$ cat config.mk
export PLATFORM = sky130hd
export DESIGN_NAME = csiab_auto_xfer
export DESIGN_NICKNAME = d
export VERILOG_FILES = /design/src/shared/csiab_pkg.sv /design/src/design/csiab_auto_xfer.sv /design/src/design/csiab_buf_ram.sv /design/src/design/csiab_clk_div.sv
export SDC_FILE = /design/constraint.sdc
export NUM_CORES = 1
export LEC_CHECK = 0
export BUFFER_PORTS_ARGS = -buffer_cell sky130_fd_sc_hd__buf_2
export CORE_MARGIN = 3
export CORE_UTILIZATION = 50
export DETAILED_ROUTE_END_ITERATION = 10
export HOLD_SLACK_MARGIN = 0.02
export PLACE_DENSITY = 0.65
export SLEW_MARGIN = 20
export SYNTH_ARGS = -nofsm -noshare
export SYNTH_HDL_FRONTEND = slang
export SYNTH_SLANG_ARGS = --single-unit
$ cat constraint.sdc
create_clock -name mclk -period 5.67 [get_ports mclk]
set_clock_uncertainty 0.1 [all_clocks]
set_input_delay 0.567 -clock mclk [delete_from_list [all_inputs] [get_ports mclk]]
set_output_delay 0.567 -clock mclk [all_outputs]
set_load 0.005 [all_outputs]
$ cat src/shared/csiab_pkg.sv
// Constants shared by the automatic buffer transfer serial block.
// Assumes a 32-bit APB with byte addresses and one aligned word per register.
`default_nettype none
package csiab_pkg;
    localparam int          DataW        = 32;
    localparam int          AddrW        = 8;
    localparam int          BufAw        = 5;
    localparam int          BufDepth     = 32;
    localparam int          CharBits     = 8;
    localparam int          DivW         = 8;
    localparam int          GapW         = 6;

    localparam logic [7:0]  OffMode      = 8'h00;
    localparam logic [7:0]  OffTrigger   = 8'h04;
    localparam logic [7:0]  OffStatus    = 8'h08;
    localparam logic [7:0]  OffEndPtr    = 8'h0c;
    localparam logic [7:0]  OffAddrCnt   = 8'h10;
    localparam logic [7:0]  OffGap       = 8'h14;
    localparam logic [7:0]  OffDivisor   = 8'h18;
    localparam logic [7:0]  OffBufBase   = 8'h80;

    // Mode register fields
    localparam int          ModeBlockEn  = 0;
    localparam int          ModeAutoEn   = 1;
    localparam int          ModeRepeat   = 2;
    localparam int          ModeTxEn     = 3;
    localparam int          ModeRxEn     = 4;
    localparam int          ModeBitOrder = 5;
    localparam int          ModeW        = 6;
    // Trigger and status fields
    localparam int          TrigStart    = 0;
    localparam int          TrigStop     = 1;
    localparam int          StatBusy     = 0;
    localparam int          StatDone     = 1;

    localparam logic [ModeW-1:0] ModeReset    = 6'h00;
    localparam logic [GapW-1:0]  GapReset     = 6'h00;
    localparam logic [DivW-1:0]  DivReset     = 8'h03;
    localparam logic [BufAw-1:0] EndPtrReset  = 5'h00;
    localparam logic [2:0]       LastBitIdx   = 3'h7;

    typedef enum logic [2:0] {
        CSIAB_IDLE  = 3'b000,
        CSIAB_FETCH = 3'b001,
        CSIAB_LOAD  = 3'b010,
        CSIAB_SHIFT = 3'b011,
        CSIAB_GAP   = 3'b100
    } csiab_state_t;
endpackage
`default_nettype wire

$ cat src/design/csiab_auto_xfer.sv
// Automatic buffer transfer serial interface, transmit side, with APB registers.
// Assumes a serial peripheral sampling data on the rising serial clock edge.
//
// Register access over APB and the register offsets were left to the implementer.
`default_nettype none
module csiab_auto_xfer
    import csiab_pkg::*;
(
    input  wire logic                       mclk,
    input  wire logic                       rst,
    input  wire logic                       ce,
    input  wire logic                       cpuHalt,
    input  wire logic                       psel,
    input  wire logic                       penable,
    input  wire logic                       pwrite,
    input  wire logic [csiab_pkg::AddrW-1:0] paddr,
    input  wire logic [csiab_pkg::DataW-1:0] pwdata,
    output logic                            pready,
    output logic      [csiab_pkg::DataW-1:0] prdata,
    output logic                            pslverr,
    output logic                            serialClockPin,
    output logic                            serialOutPin,
    output logic                            serialPinEn,
    output logic                            serialDoneIrq
);
    import csiab_pkg::*;

    csiab_state_t       state_r;
    logic [ModeW-1:0]   serialModeReg_r;
    logic [BufAw-1:0]   bufferEndPointer_r;
    logic [BufAw-1:0]   bufferAddrCounter_r;
    logic [GapW-1:0]    byteGapInterval_r;
    logic [DivW-1:0]    divisor_r;
    logic               xferBusyFlag_r;
    logic               xferDoneFlag_r;
    logic               stopReq_r;
    logic [7:0]         serialShiftReg_r;
    logic [2:0]         bitCnt_r;
    logic [GapW:0]      gapCnt_r;
    logic               sckTick;
    logic [7:0]         ramRdData;
    logic [BufAw-1:0]   ramRdAddr;
    logic               ramWrEn;

    // APB decode; a write or read completes on the edge where pready is high
    logic       apbAccess;
    logic       apbWr;
    logic       bufHit;
    logic       regHit;
    logic       autoStartTrigger;
    logic       autoStopTrigger;
    logic       doneClr;
    logic       modeOk;
    logic       byteDone;
    logic       lastByte;
    logic       repeatOn;
    logic       bitOrderLsb;
    logic       blockOff;

    assign apbAccess        = psel && penable && pready;
    assign apbWr            = apbAccess && pwrite;
    assign bufHit           = paddr[7];
    assign regHit           = (paddr == OffMode) || (paddr == OffTrigger)
                              || (paddr == OffStatus) || (paddr == OffEndPtr)
                              || (paddr == OffAddrCnt) || (paddr == OffGap)
                              || (paddr == OffDivisor);
    assign autoStartTrigger = apbWr && (paddr == OffTrigger) && pwdata[TrigStart];
    assign autoStopTrigger  = apbWr && (paddr == OffTrigger) && pwdata[TrigStop];
    assign doneClr          = apbWr && (paddr == OffStatus) && pwdata[StatDone];
    assign ramWrEn          = apbWr && bufHit;
    assign repeatOn         = serialModeReg_r[ModeRepeat];
    assign bitOrderLsb      = serialModeReg_r[ModeBitOrder];
    assign blockOff         = !serialModeReg_r[ModeBlockEn];
    // Receive must be off; repeat bit selects one-shot or repeat
    assign modeOk           = serialModeReg_r[ModeBlockEn] && serialModeReg_r[ModeAutoEn]
                              && serialModeReg_r[ModeTxEn]
                              && !serialModeReg_r[ModeRxEn];
    // Eighth rising serial clock edge ends the character
    assign byteDone         = (state_r == CSIAB_SHIFT) && sckTick && !cpuHalt
                              && serialClockPin == 1'b0 && bitCnt_r == LastBitIdx;
    assign lastByte         = (bufferAddrCounter_r == bufferEndPointer_r);
    // APB owns the read port whenever selected; engine fetch waits for it
    assign ramRdAddr        = psel ? paddr[BufAw+1:2] : bufferAddrCounter_r;

    csiab_buf_ram u_buf (
        .mclk   (mclk),
        .ce     (ce),
        .wrEn   (ramWrEn),
        .wrAddr (paddr[BufAw+1:2]),
        .wrData (pwdata[7:0]),
        .rdAddr (ramRdAddr),
        .rdData (ramRdData)
    );

    // Halt stops the divider and clears its count so the byte in flight pauses in place
    csiab_clk_div u_div (
        .mclk    (mclk),
        .rst     (rst),
        .ce      (ce),
        .run     ((state_r == CSIAB_SHIFT || state_r == CSIAB_GAP) && !cpuHalt),
        .divisor (divisor_r),
        .tick    (sckTick)
    );

    // APB handshake: one wait state on every access
    always_ff @(posedge mclk or posedge rst) begin
        if (rst) begin
            pready  <= 1'b0;
            pslverr <= 1'b0;
            prdata  <= '0;
        end else if (ce) begin
            pready  <= psel && penable && !pready;
            pslverr <= psel && penable && !pready && !bufHit && !regHit;
            if (psel && penable && !pready) begin
                prdata <= '0;
                if (bufHit) begin
                    prdata <= {24'h000000, ramRdData};
                end else begin
                    case (paddr)
                        OffMode:    prdata <= {26'h0, serialModeReg_r};
                        OffStatus:  prdata <= {30'h0, xferDoneFlag_r, xferBusyFlag_r};
                        OffEndPtr:  prdata <= {27'h0, bufferEndPointer_r};
                        OffAddrCnt: prdata <= {27'h0, bufferAddrCounter_r};
                        OffGap:     prdata <= {26'h0, byteGapInterval_r};
                        OffDivisor: prdata <= {24'h000000, divisor_r};
                        default:    prdata <= '0;
                    endcase
                end
            end
        end
    end

    // Configuration registers; software keeps them still while busy reads one
    always_ff @(posedge mclk or posedge rst) begin
        if (rst) begin
            serialModeReg_r    <= ModeReset;
            bufferEndPointer_r <= EndPtrReset;
            byteGapInterval_r  <= GapReset;
            divisor_r          <= DivReset;
        end else if (ce && apbWr) begin
            case (paddr)
                OffMode:    serialModeReg_r    <= pwdata[ModeW-1:0];
                OffEndPtr:  bufferEndPointer_r <= pwdata[BufAw-1:0];
                OffGap:     byteGapInterval_r  <= pwdata[GapW-1:0];
                OffDivisor: divisor_r          <= pwdata[DivW-1:0];
                default:    ;
            endcase
        end
    end

    // Done flag: a completion in the clearing cycle still sets it
    always_ff @(posedge mclk or posedge rst) begin
        if (rst) begin
            xferDoneFlag_r <= 1'b0;
            serialDoneIrq  <= 1'b0;
        end else if (ce) begin
            serialDoneIrq <= 1'b0;
            if (byteDone && lastByte && !repeatOn && !stopReq_r) begin
                xferDoneFlag_r <= 1'b1;
                serialDoneIrq  <= 1'b1;
            end else if (doneClr) begin
                xferDoneFlag_r <= 1'b0;
            end
        end
    end

    // Stop request holds until the current byte boundary
    always_ff @(posedge mclk or posedge rst) begin
        if (rst) begin
            stopReq_r <= 1'b0;
        end else if (ce) begin
            if (state_r == CSIAB_IDLE || blockOff) begin
                stopReq_r <= 1'b0;
            end else if (autoStopTrigger) begin
                stopReq_r <= 1'b1;
            end
        end
    end

    // Sequencer and address counter
    always_ff @(posedge mclk or posedge rst) begin
        if (rst) begin
            state_r             <= CSIAB_IDLE;
            bufferAddrCounter_r <= '0;
            xferBusyFlag_r      <= 1'b0;
            gapCnt_r            <= '0;
        end else if (ce) begin
            if (blockOff) begin
                state_r             <= CSIAB_IDLE;
                bufferAddrCounter_r <= '0;
                xferBusyFlag_r      <= 1'b0;
            end else begin
                case (state_r)
                    CSIAB_IDLE: begin
                        // Resumes from the counter left by a suspension
                        if (autoStartTrigger && modeOk) begin
                            state_r        <= CSIAB_FETCH;
                            xferBusyFlag_r <= 1'b1;
                        end
                    end
                    CSIAB_FETCH: begin
                        if (!psel) begin
                            state_r <= CSIAB_LOAD;
                        end
                    end
                    CSIAB_LOAD: begin
                        state_r <= CSIAB_SHIFT;
                    end
                    CSIAB_SHIFT: begin
                        if (byteDone) begin
                            if (lastByte && !repeatOn) begin
                                // Full range sent: next start begins at the first byte
                                state_r             <= CSIAB_IDLE;
                                bufferAddrCounter_r <= '0;
                                xferBusyFlag_r      <= 1'b0;
                            end else begin
                                if (lastByte) begin
                                    bufferAddrCounter_r <= '0;
                                end else begin
                                    bufferAddrCounter_r <= bufferAddrCounter_r + 1'b1;
                                end
                                if (stopReq_r) begin
                                    state_r        <= CSIAB_IDLE;
                                    xferBusyFlag_r <= 1'b0;
                                end else begin
                                    state_r  <= CSIAB_GAP;
                                    gapCnt_r <= {byteGapInterval_r, 1'b0};
                                end
                            end
                        end
                    end
                    CSIAB_GAP: begin
                        // Two divider ticks per serial clock period
                        if (gapCnt_r == '0) begin
                            state_r <= CSIAB_FETCH;
                        end else if (sckTick && !cpuHalt) begin
                            gapCnt_r <= gapCnt_r - 1'b1;
                        end
                    end
                    default: begin
                        state_r <= CSIAB_IDLE;
                    end
                endcase
            end
        end
    end

    // Shift register and serial pins; the clock idles high
    always_ff @(posedge mclk or posedge rst) begin
        if (rst) begin
            serialShiftReg_r <= '0;
            bitCnt_r         <= '0;
            serialClockPin   <= 1'b1;
            serialOutPin     <= 1'b1;
            serialPinEn      <= 1'b0;
        end else if (ce) begin
            serialPinEn <= xferBusyFlag_r && !blockOff;
            if (state_r == CSIAB_LOAD) begin
                serialShiftReg_r <= ramRdData;
                bitCnt_r         <= '0;
                serialClockPin   <= 1'b1;
            end else if (state_r == CSIAB_SHIFT && sckTick && !cpuHalt) begin
                if (serialClockPin) begin
                    // Falling edge: present the next bit, then move the register
                    serialClockPin <= 1'b0;
                    serialOutPin   <= bitOrderLsb ? serialShiftReg_r[0]
                                                  : serialShiftReg_r[7];
                    serialShiftReg_r <= bitOrderLsb ? {1'b0, serialShiftReg_r[7:1]}
                                                    : {serialShiftReg_r[6:0], 1'b0};
                end else begin
                    serialClockPin <= 1'b1;
                    bitCnt_r       <= bitCnt_r + 1'b1;
                end
            end else if (state_r == CSIAB_IDLE) begin
                serialClockPin <= 1'b1;
                serialOutPin   <= 1'b1;
            end
        end
    end
endmodule // csiab_auto_xfer
`default_nettype wire

$ cat src/design/csiab_buf_ram.sv
// Transmit buffer RAM, one write port and one read port with registered data.
// Assumes both ports run on the system clock.
`default_nettype none
module csiab_buf_ram
    import csiab_pkg::*;
(
    input  wire logic               mclk,
    input  wire logic               ce,
    input  wire logic               wrEn,
    input  wire logic [csiab_pkg::BufAw-1:0] wrAddr,
    input  wire logic [7:0]                  wrData,
    input  wire logic [csiab_pkg::BufAw-1:0] rdAddr,
    output logic      [7:0]                  rdData
);
    import csiab_pkg::*;

    logic [7:0] mem [BufDepth];

    // No reset: contents are software data, read data is registered
    always_ff @(posedge mclk) begin
        if (ce) begin
            if (wrEn) begin
                mem[wrAddr] <= wrData;
            end
            rdData <= mem[rdAddr];
        end
    end
endmodule // csiab_buf_ram
`default_nettype wire

$ cat src/design/csiab_clk_div.sv
// Serial clock divider: one tick every (divisor + 1) system clocks while run is high.
// Assumes run drops whenever the serial clock must stand still.
`default_nettype none
module csiab_clk_div
    import csiab_pkg::*;
(
    input  wire logic               mclk,
    input  wire logic               rst,
    input  wire logic               ce,
    input  wire logic               run,
    input  wire logic [csiab_pkg::DivW-1:0] divisor,
    output logic                            tick
);
    import csiab_pkg::*;

    logic [DivW-1:0] count_r;

    always_ff @(posedge mclk or posedge rst) begin
        if (rst) begin
            count_r <= '0;
            tick    <= 1'b0;
        end else if (ce) begin
            if (!run) begin
                count_r <= '0;
                tick    <= 1'b0;
            end else if (count_r >= divisor) begin
                count_r <= '0;
                tick    <= 1'b1;
            end else begin
                count_r <= count_r + 1'b1;
                tick    <= 1'b0;
            end
        end
    end
endmodule // csiab_clk_div
`default_nettype wire

==> results.md <==
- The number of instances in the synthesized netlist is about 1200.
- The flow ran to the end, and the final reports show no timing, DRC or antenna violations.
- The maximum clock rate is between 200 and 250 MHz.
- The detail route stage leaves a number of antenna-violating nets equal to 0.
- The sum of negative setup slack is 0 ps.
- In this run the vertical extent of the chip is around 180 µm.
- The cell at the slowest stage of the critical path is sky130_fd_sc_hd__o21ai_4.
- For this run, global-route usage on met2 was measured as 0.3624.
- The maximum cell stage delay along the critical path is approximately 950 ps.
- The multi-input combinational cells in the finished layout cover a total of 5066 µm².
- The global-route wire length before repair is roughly 60 mm.
- Summed over all cells, the static leakage comes to around 0.006 µW.
- Data arrives at the worst endpoint at 4390 ps.
- The pre-antenna-repair detailed-routing pass consisted of 5 iterations.
- Max-cap violations in this run came to 0.
- The number of antenna violations at the first check in global routing came to 1.
- Of all nets on the critical path, the largest fanout is 34.
- The post-cts repair resize count is 0.
- At the worst endpoint, the required time is 5930 ps.
- Entering global routing, the biggest net connects 78 pins.
- The area added between synthesis and finish is 10.61%.
- The average wire length per cell after detail routing is between 20 and 25 µm.
- The async set-reset flop share out of synthesis is 0.2258.
- Summed over all nets, the half-perimeter wirelength after detailed placement is about 25 mm.
- After synthesis the cells add up to approximately 15000 µm².
- Summed over all layers, the routed wires come to ~39 mm.
- The kind of cell with the highest combined delay along the critical path is compound AO/OA/AOI/OAI gates.
- For the finished layout, the period the worst path requires is between 4000 and 5000 ps.
- The global routing usage summed across all routing layers is 0.2370.
- After clock tree synthesis, the clock-pin slew on the worst setup and hold paths is ~60 ps.
- The critical path contains buffers and inverters numbering 2 combined.
- The maximum number of buffers from clock root to sink is 3.
- The overflow left after global routing is 0.
- The start-to-end type of the worst setup path is reg -> reg.
- The die is between 150 and 200 µm wide.
- The starting density of the core is 0.5142.
- After detailed routing, the number of remaining DRC violations is 0.
- The warning count from the yosys run is 0.
- The count of input and output buffers is 36.
- The transition at the pin with the smallest max-transition slack is between 1000 and 1500 ps.
- The initialized floorplan defines 63 standard-cell rows.
- The net count of the finished layout is 1313.
- Hold is met by roughly 240 ps.
- The total count of hold-check failures in the final report was 0.
- Traced cell by cell, the critical path runs through inv_1, o21ai_4, buf_4, a21oi_1, o21ai_0, o2111ai_1, a31oi_1.
- The met3 layer usage reported by global route is 0.04067.
- The number of DRC violations after detailed-routing iteration 0 is 1142.
- VDD sags by at most ~0.25 mV.
- For this run, the register share of the synthesized area comes to 0.6385.
- Setup repair after global routing left no endpoint under its margin.
- The area of all placed cells without fillers is 17080 µm².
- In this run, post-CTS hold repair placed 0 buffers.
- The met1 layer usage reported by global route is 0.3519.
- The CTS tree is done.
- The overall die area is 33030 µm².
- The startpoint kind of the worst setup timing path is a flip-flop.
- Headroom to the max-slew limit came out at 0.2452.
- Registers take roughly 9900 µm².
- The worst hold path belongs to the class in -> async.
- The number of H-tree branching levels is 2.
- The vias per cell is slightly above 6.
- Summing all placed instances gives a cell area of about 16000 µm².
- For this design the ratio of total power to cell area is ~320 nW/µm².
- The via count of the first global-routing pass came to 9911.
- The final number of setup-violating endpoints is 0.
- The number of placed instances, taps included is approximately 1600.
- 85 I/O pins were placed.
- In this run the post-CTS setup repair buffer count came out at 0.
- In this run the clock root is driven by a sky130_fd_sc_hd__clkbuf_16.
- The endpoint kind of the worst setup timing path is a flip-flop.
- Counting every sink on the clock net gives around 340.
- In the finished design, the share of the clock period the worst path needs comes to 0.7287.
- The final number of max-transition violations was 0.
- The count of unique library cells instantiated by Yosys is between 70 and 80.
- The placeable core region is 30030 µm².
- The number of flops mapped to enable cells by yosys is between 200 and 300.
- Clock latency on the worst-skew pair, taken at its later pin, is between 500 and 600 ps.
- The count of state elements after synthesis is between 300 and 400.
- The number of buffers added by the clock tree synthesis step is 38.
- The fraction of final layout cells sized beyond drive strength 1 is 0.1400.
- Excluding fillers, the count of instances in the completed layout stands at between 1500 and 2000.
- Dividing the synthesized area by the synthesized cell count gives 12.54 µm².
- The via count of the routed design is 10280.
- The routability congestion estimate from global placement is 0.8750.
- In this run the most used layer during global routing was met2.
- The predominant post-synthesis flop cell is sky130_fd_sc_hd__edfxtp_1.
- The fill cell instance count of the final layout is between 2000 and 2500.
==> path summary, 6_finish.rpt <==
path	cells past startpoint	start	endpoint	slack, ps
max	7	bufferAddrCounter_r[0]	u_buf.rdData[1]	1540
min	3	rst	gapCnt_r[2]	240
max reg2reg	7	bufferAddrCounter_r[0]	u_buf.rdData[1]	1540
min reg2reg	2	prdata[0]	prdata[0]	380
max in group asynchronous	3	rst	serialShiftReg_r[1]	4580
min in group mclk	2	prdata[0]	prdata[0]	380
==> through the flow <==
step                total power [µW]  setup slack, ps    util
floorplan                       2952             3043       -
global placement                3067             1626  0.5267
detailed placement              3072             1585  0.5267
CTS                             5554             1690  0.5687
global route                    5670             1370  0.5688
finish                          5510             1538  0.5688
==> state kept, by name, indices dropped and copies added, names as in the netlist, 3 cells and up <==
signal,cells
serialModeReg_r,6
state_r,3
serialShiftReg_r,8
gapCnt_r,7
bitCnt_r,3
prdata,8
u_div.count_r,8
bufferAddrCounter_r,5
byteGapInterval_r,6
bufferEndPointer_r,5
divisor_r,8
u_buf.rdData,8
u_buf.mem,256
==> cell usage in the layout (no fill, tap or decap), types with 4 or more instances in the layout <==
master                      Yosys  layout
sky130_fd_sc_hd__clkinv_2       0       9
sky130_fd_sc_hd__inv_1         37      36
sky130_fd_sc_hd__mux4_2        21      21
sky130_fd_sc_hd__o22ai_1       12      12
sky130_fd_sc_hd__or2_2          8       8
sky130_fd_sc_hd__nand3_1       32      32
sky130_fd_sc_hd__nor3_1         9       9
sky130_fd_sc_hd__ha_1          14      14
sky130_fd_sc_hd__buf_2         21      36
sky130_fd_sc_hd__nor4_1         9       9
sky130_fd_sc_hd__dfstp_2        4       4
sky130_fd_sc_hd__nand3b_1       4       4
sky130_fd_sc_hd__clkbuf_1      30       8
sky130_fd_sc_hd__nand2b_1      25      25
sky130_fd_sc_hd__and3_1         8       8
sky130_fd_sc_hd__o41ai_1        4       4
sky130_fd_sc_hd__a32oi_1        6       6
sky130_fd_sc_hd__clkbuf_16      0      41
sky130_fd_sc_hd__buf_4         31       8
sky130_fd_sc_hd__a22oi_1       15      15
sky130_fd_sc_hd__a221oi_1      14      14
sky130_fd_sc_hd__dfrtp_1       73      73
sky130_fd_sc_hd__a31oi_1       20      20
sky130_fd_sc_hd__bufinv_16      0       4
sky130_fd_sc_hd__o221a_2        4       4
sky130_fd_sc_hd__a211oi_1      25      25
sky130_fd_sc_hd__edfxtp_1     264     264
sky130_fd_sc_hd__mux2i_1       27      27
sky130_fd_sc_hd__a311oi_1       4       4
sky130_fd_sc_hd__a22o_1         7       7
sky130_fd_sc_hd__conb_1         1      24
sky130_fd_sc_hd__a21o_1         4       4
sky130_fd_sc_hd__nand4_1       11      11
sky130_fd_sc_hd__nor2_1        79      79
sky130_fd_sc_hd__a21oi_1       85      85
sky130_fd_sc_hd__nor2b_1       22      22
sky130_fd_sc_hd__mux2_2        27      27
sky130_fd_sc_hd__xnor2_1        5       5
sky130_fd_sc_hd__o21ai_0       52      52
sky130_fd_sc_hd__nand2_1      161     161
==> Yosys cell counts (4+ instances only) <==
master / count / area (µm²)
sky130_fd_sc_hd__or2_2: 8 / 50.05
sky130_fd_sc_hd__inv_1: 37 / 138.9
sky130_fd_sc_hd__clkbuf_1: 30 / 112.6
sky130_fd_sc_hd__o221a_2: 4 / 45.04
sky130_fd_sc_hd__a21oi_1: 85 / 425.4
sky130_fd_sc_hd__a221oi_1: 14 / 122.6
sky130_fd_sc_hd__o41ai_1: 4 / 35.03
sky130_fd_sc_hd__nand3_1: 32 / 160.2
sky130_fd_sc_hd__a22o_1: 7 / 61.31
sky130_fd_sc_hd__o22ai_1: 12 / 75.07
sky130_fd_sc_hd__o21ai_0: 52 / 260.3
sky130_fd_sc_hd__nor2_1: 79 / 296.5
sky130_fd_sc_hd__mux2i_1: 27 / 270.3
sky130_fd_sc_hd__buf_4: 31 / 232.7
sky130_fd_sc_hd__a21o_1: 4 / 30.03
sky130_fd_sc_hd__and3_1: 8 / 50.05
sky130_fd_sc_hd__mux2_2: 27 / 304.0
sky130_fd_sc_hd__edfxtp_1: 264 / 7928
sky130_fd_sc_hd__a211oi_1: 25 / 187.7
sky130_fd_sc_hd__nor4_1: 9 / 56.30
sky130_fd_sc_hd__dfstp_2: 4 / 105.1
sky130_fd_sc_hd__mux4_2: 21 / 473.0
sky130_fd_sc_hd__a311oi_1: 4 / 35.03
sky130_fd_sc_hd__a31oi_1: 20 / 125.1
sky130_fd_sc_hd__nand4_1: 11 / 68.82
sky130_fd_sc_hd__nor2b_1: 22 / 137.6
sky130_fd_sc_hd__xnor2_1: 5 / 43.79
sky130_fd_sc_hd__nor3_1: 9 / 45.04
sky130_fd_sc_hd__buf_1: 4 / 15.01
sky130_fd_sc_hd__a32oi_1: 6 / 52.55
sky130_fd_sc_hd__ha_1: 14 / 175.2
sky130_fd_sc_hd__buf_2: 21 / 105.1
sky130_fd_sc_hd__nand2b_1: 25 / 156.4
sky130_fd_sc_hd__dfrtp_1: 73 / 1827
sky130_fd_sc_hd__nand3b_1: 4 / 30.03
sky130_fd_sc_hd__a22oi_1: 15 / 112.6
sky130_fd_sc_hd__nand2_1: 161 / 604.3
==> power by group <==
| group | internal, µW | switching [µW] |
|---|---|---|
| Sequential | 2720 | 13.1 |
| Combinational | 85.3 | 207 |
| Clock | 1500 | 985 |
==> per-layer routing <==
metal	vias to the layer above	wire length, µm
li1	4624	-
met1	5125	17190
met2	453	17860
met4	0	1083
met5	-	0
met3	80	3174
==> cell families (layout without fill, tap and decap cells) <==
logic type,count (synthesis),count (layout),synth area share
flops,341,341,0.6385
other cells,1,25,0.0002428
buf+inv,125,150,0.04011
mux,77,77,0.06968
simple gates,390,390,0.1195
compound gates,278,278,0.1178
fa+ha+maj,14,14,0.01134
xor+xnor,5,5,0.002836
==> final cells by class <==
cell class,count,share of cell area
sequential,341,0.5772
multi-input combinational,788,0.2966
clock buffer,49,0.06182
tap,390,0.02857
timing repair buffer,45,0.01524
clock inverter,18,0.01201
inverter,38,0.008424
antenna,1,0.0001465
==> worst min-delay path: cells and delay by family <==
family                 cells  cell delay (ps)
buffers and inverters      3              860
Power figures use the tool's default switching activity.
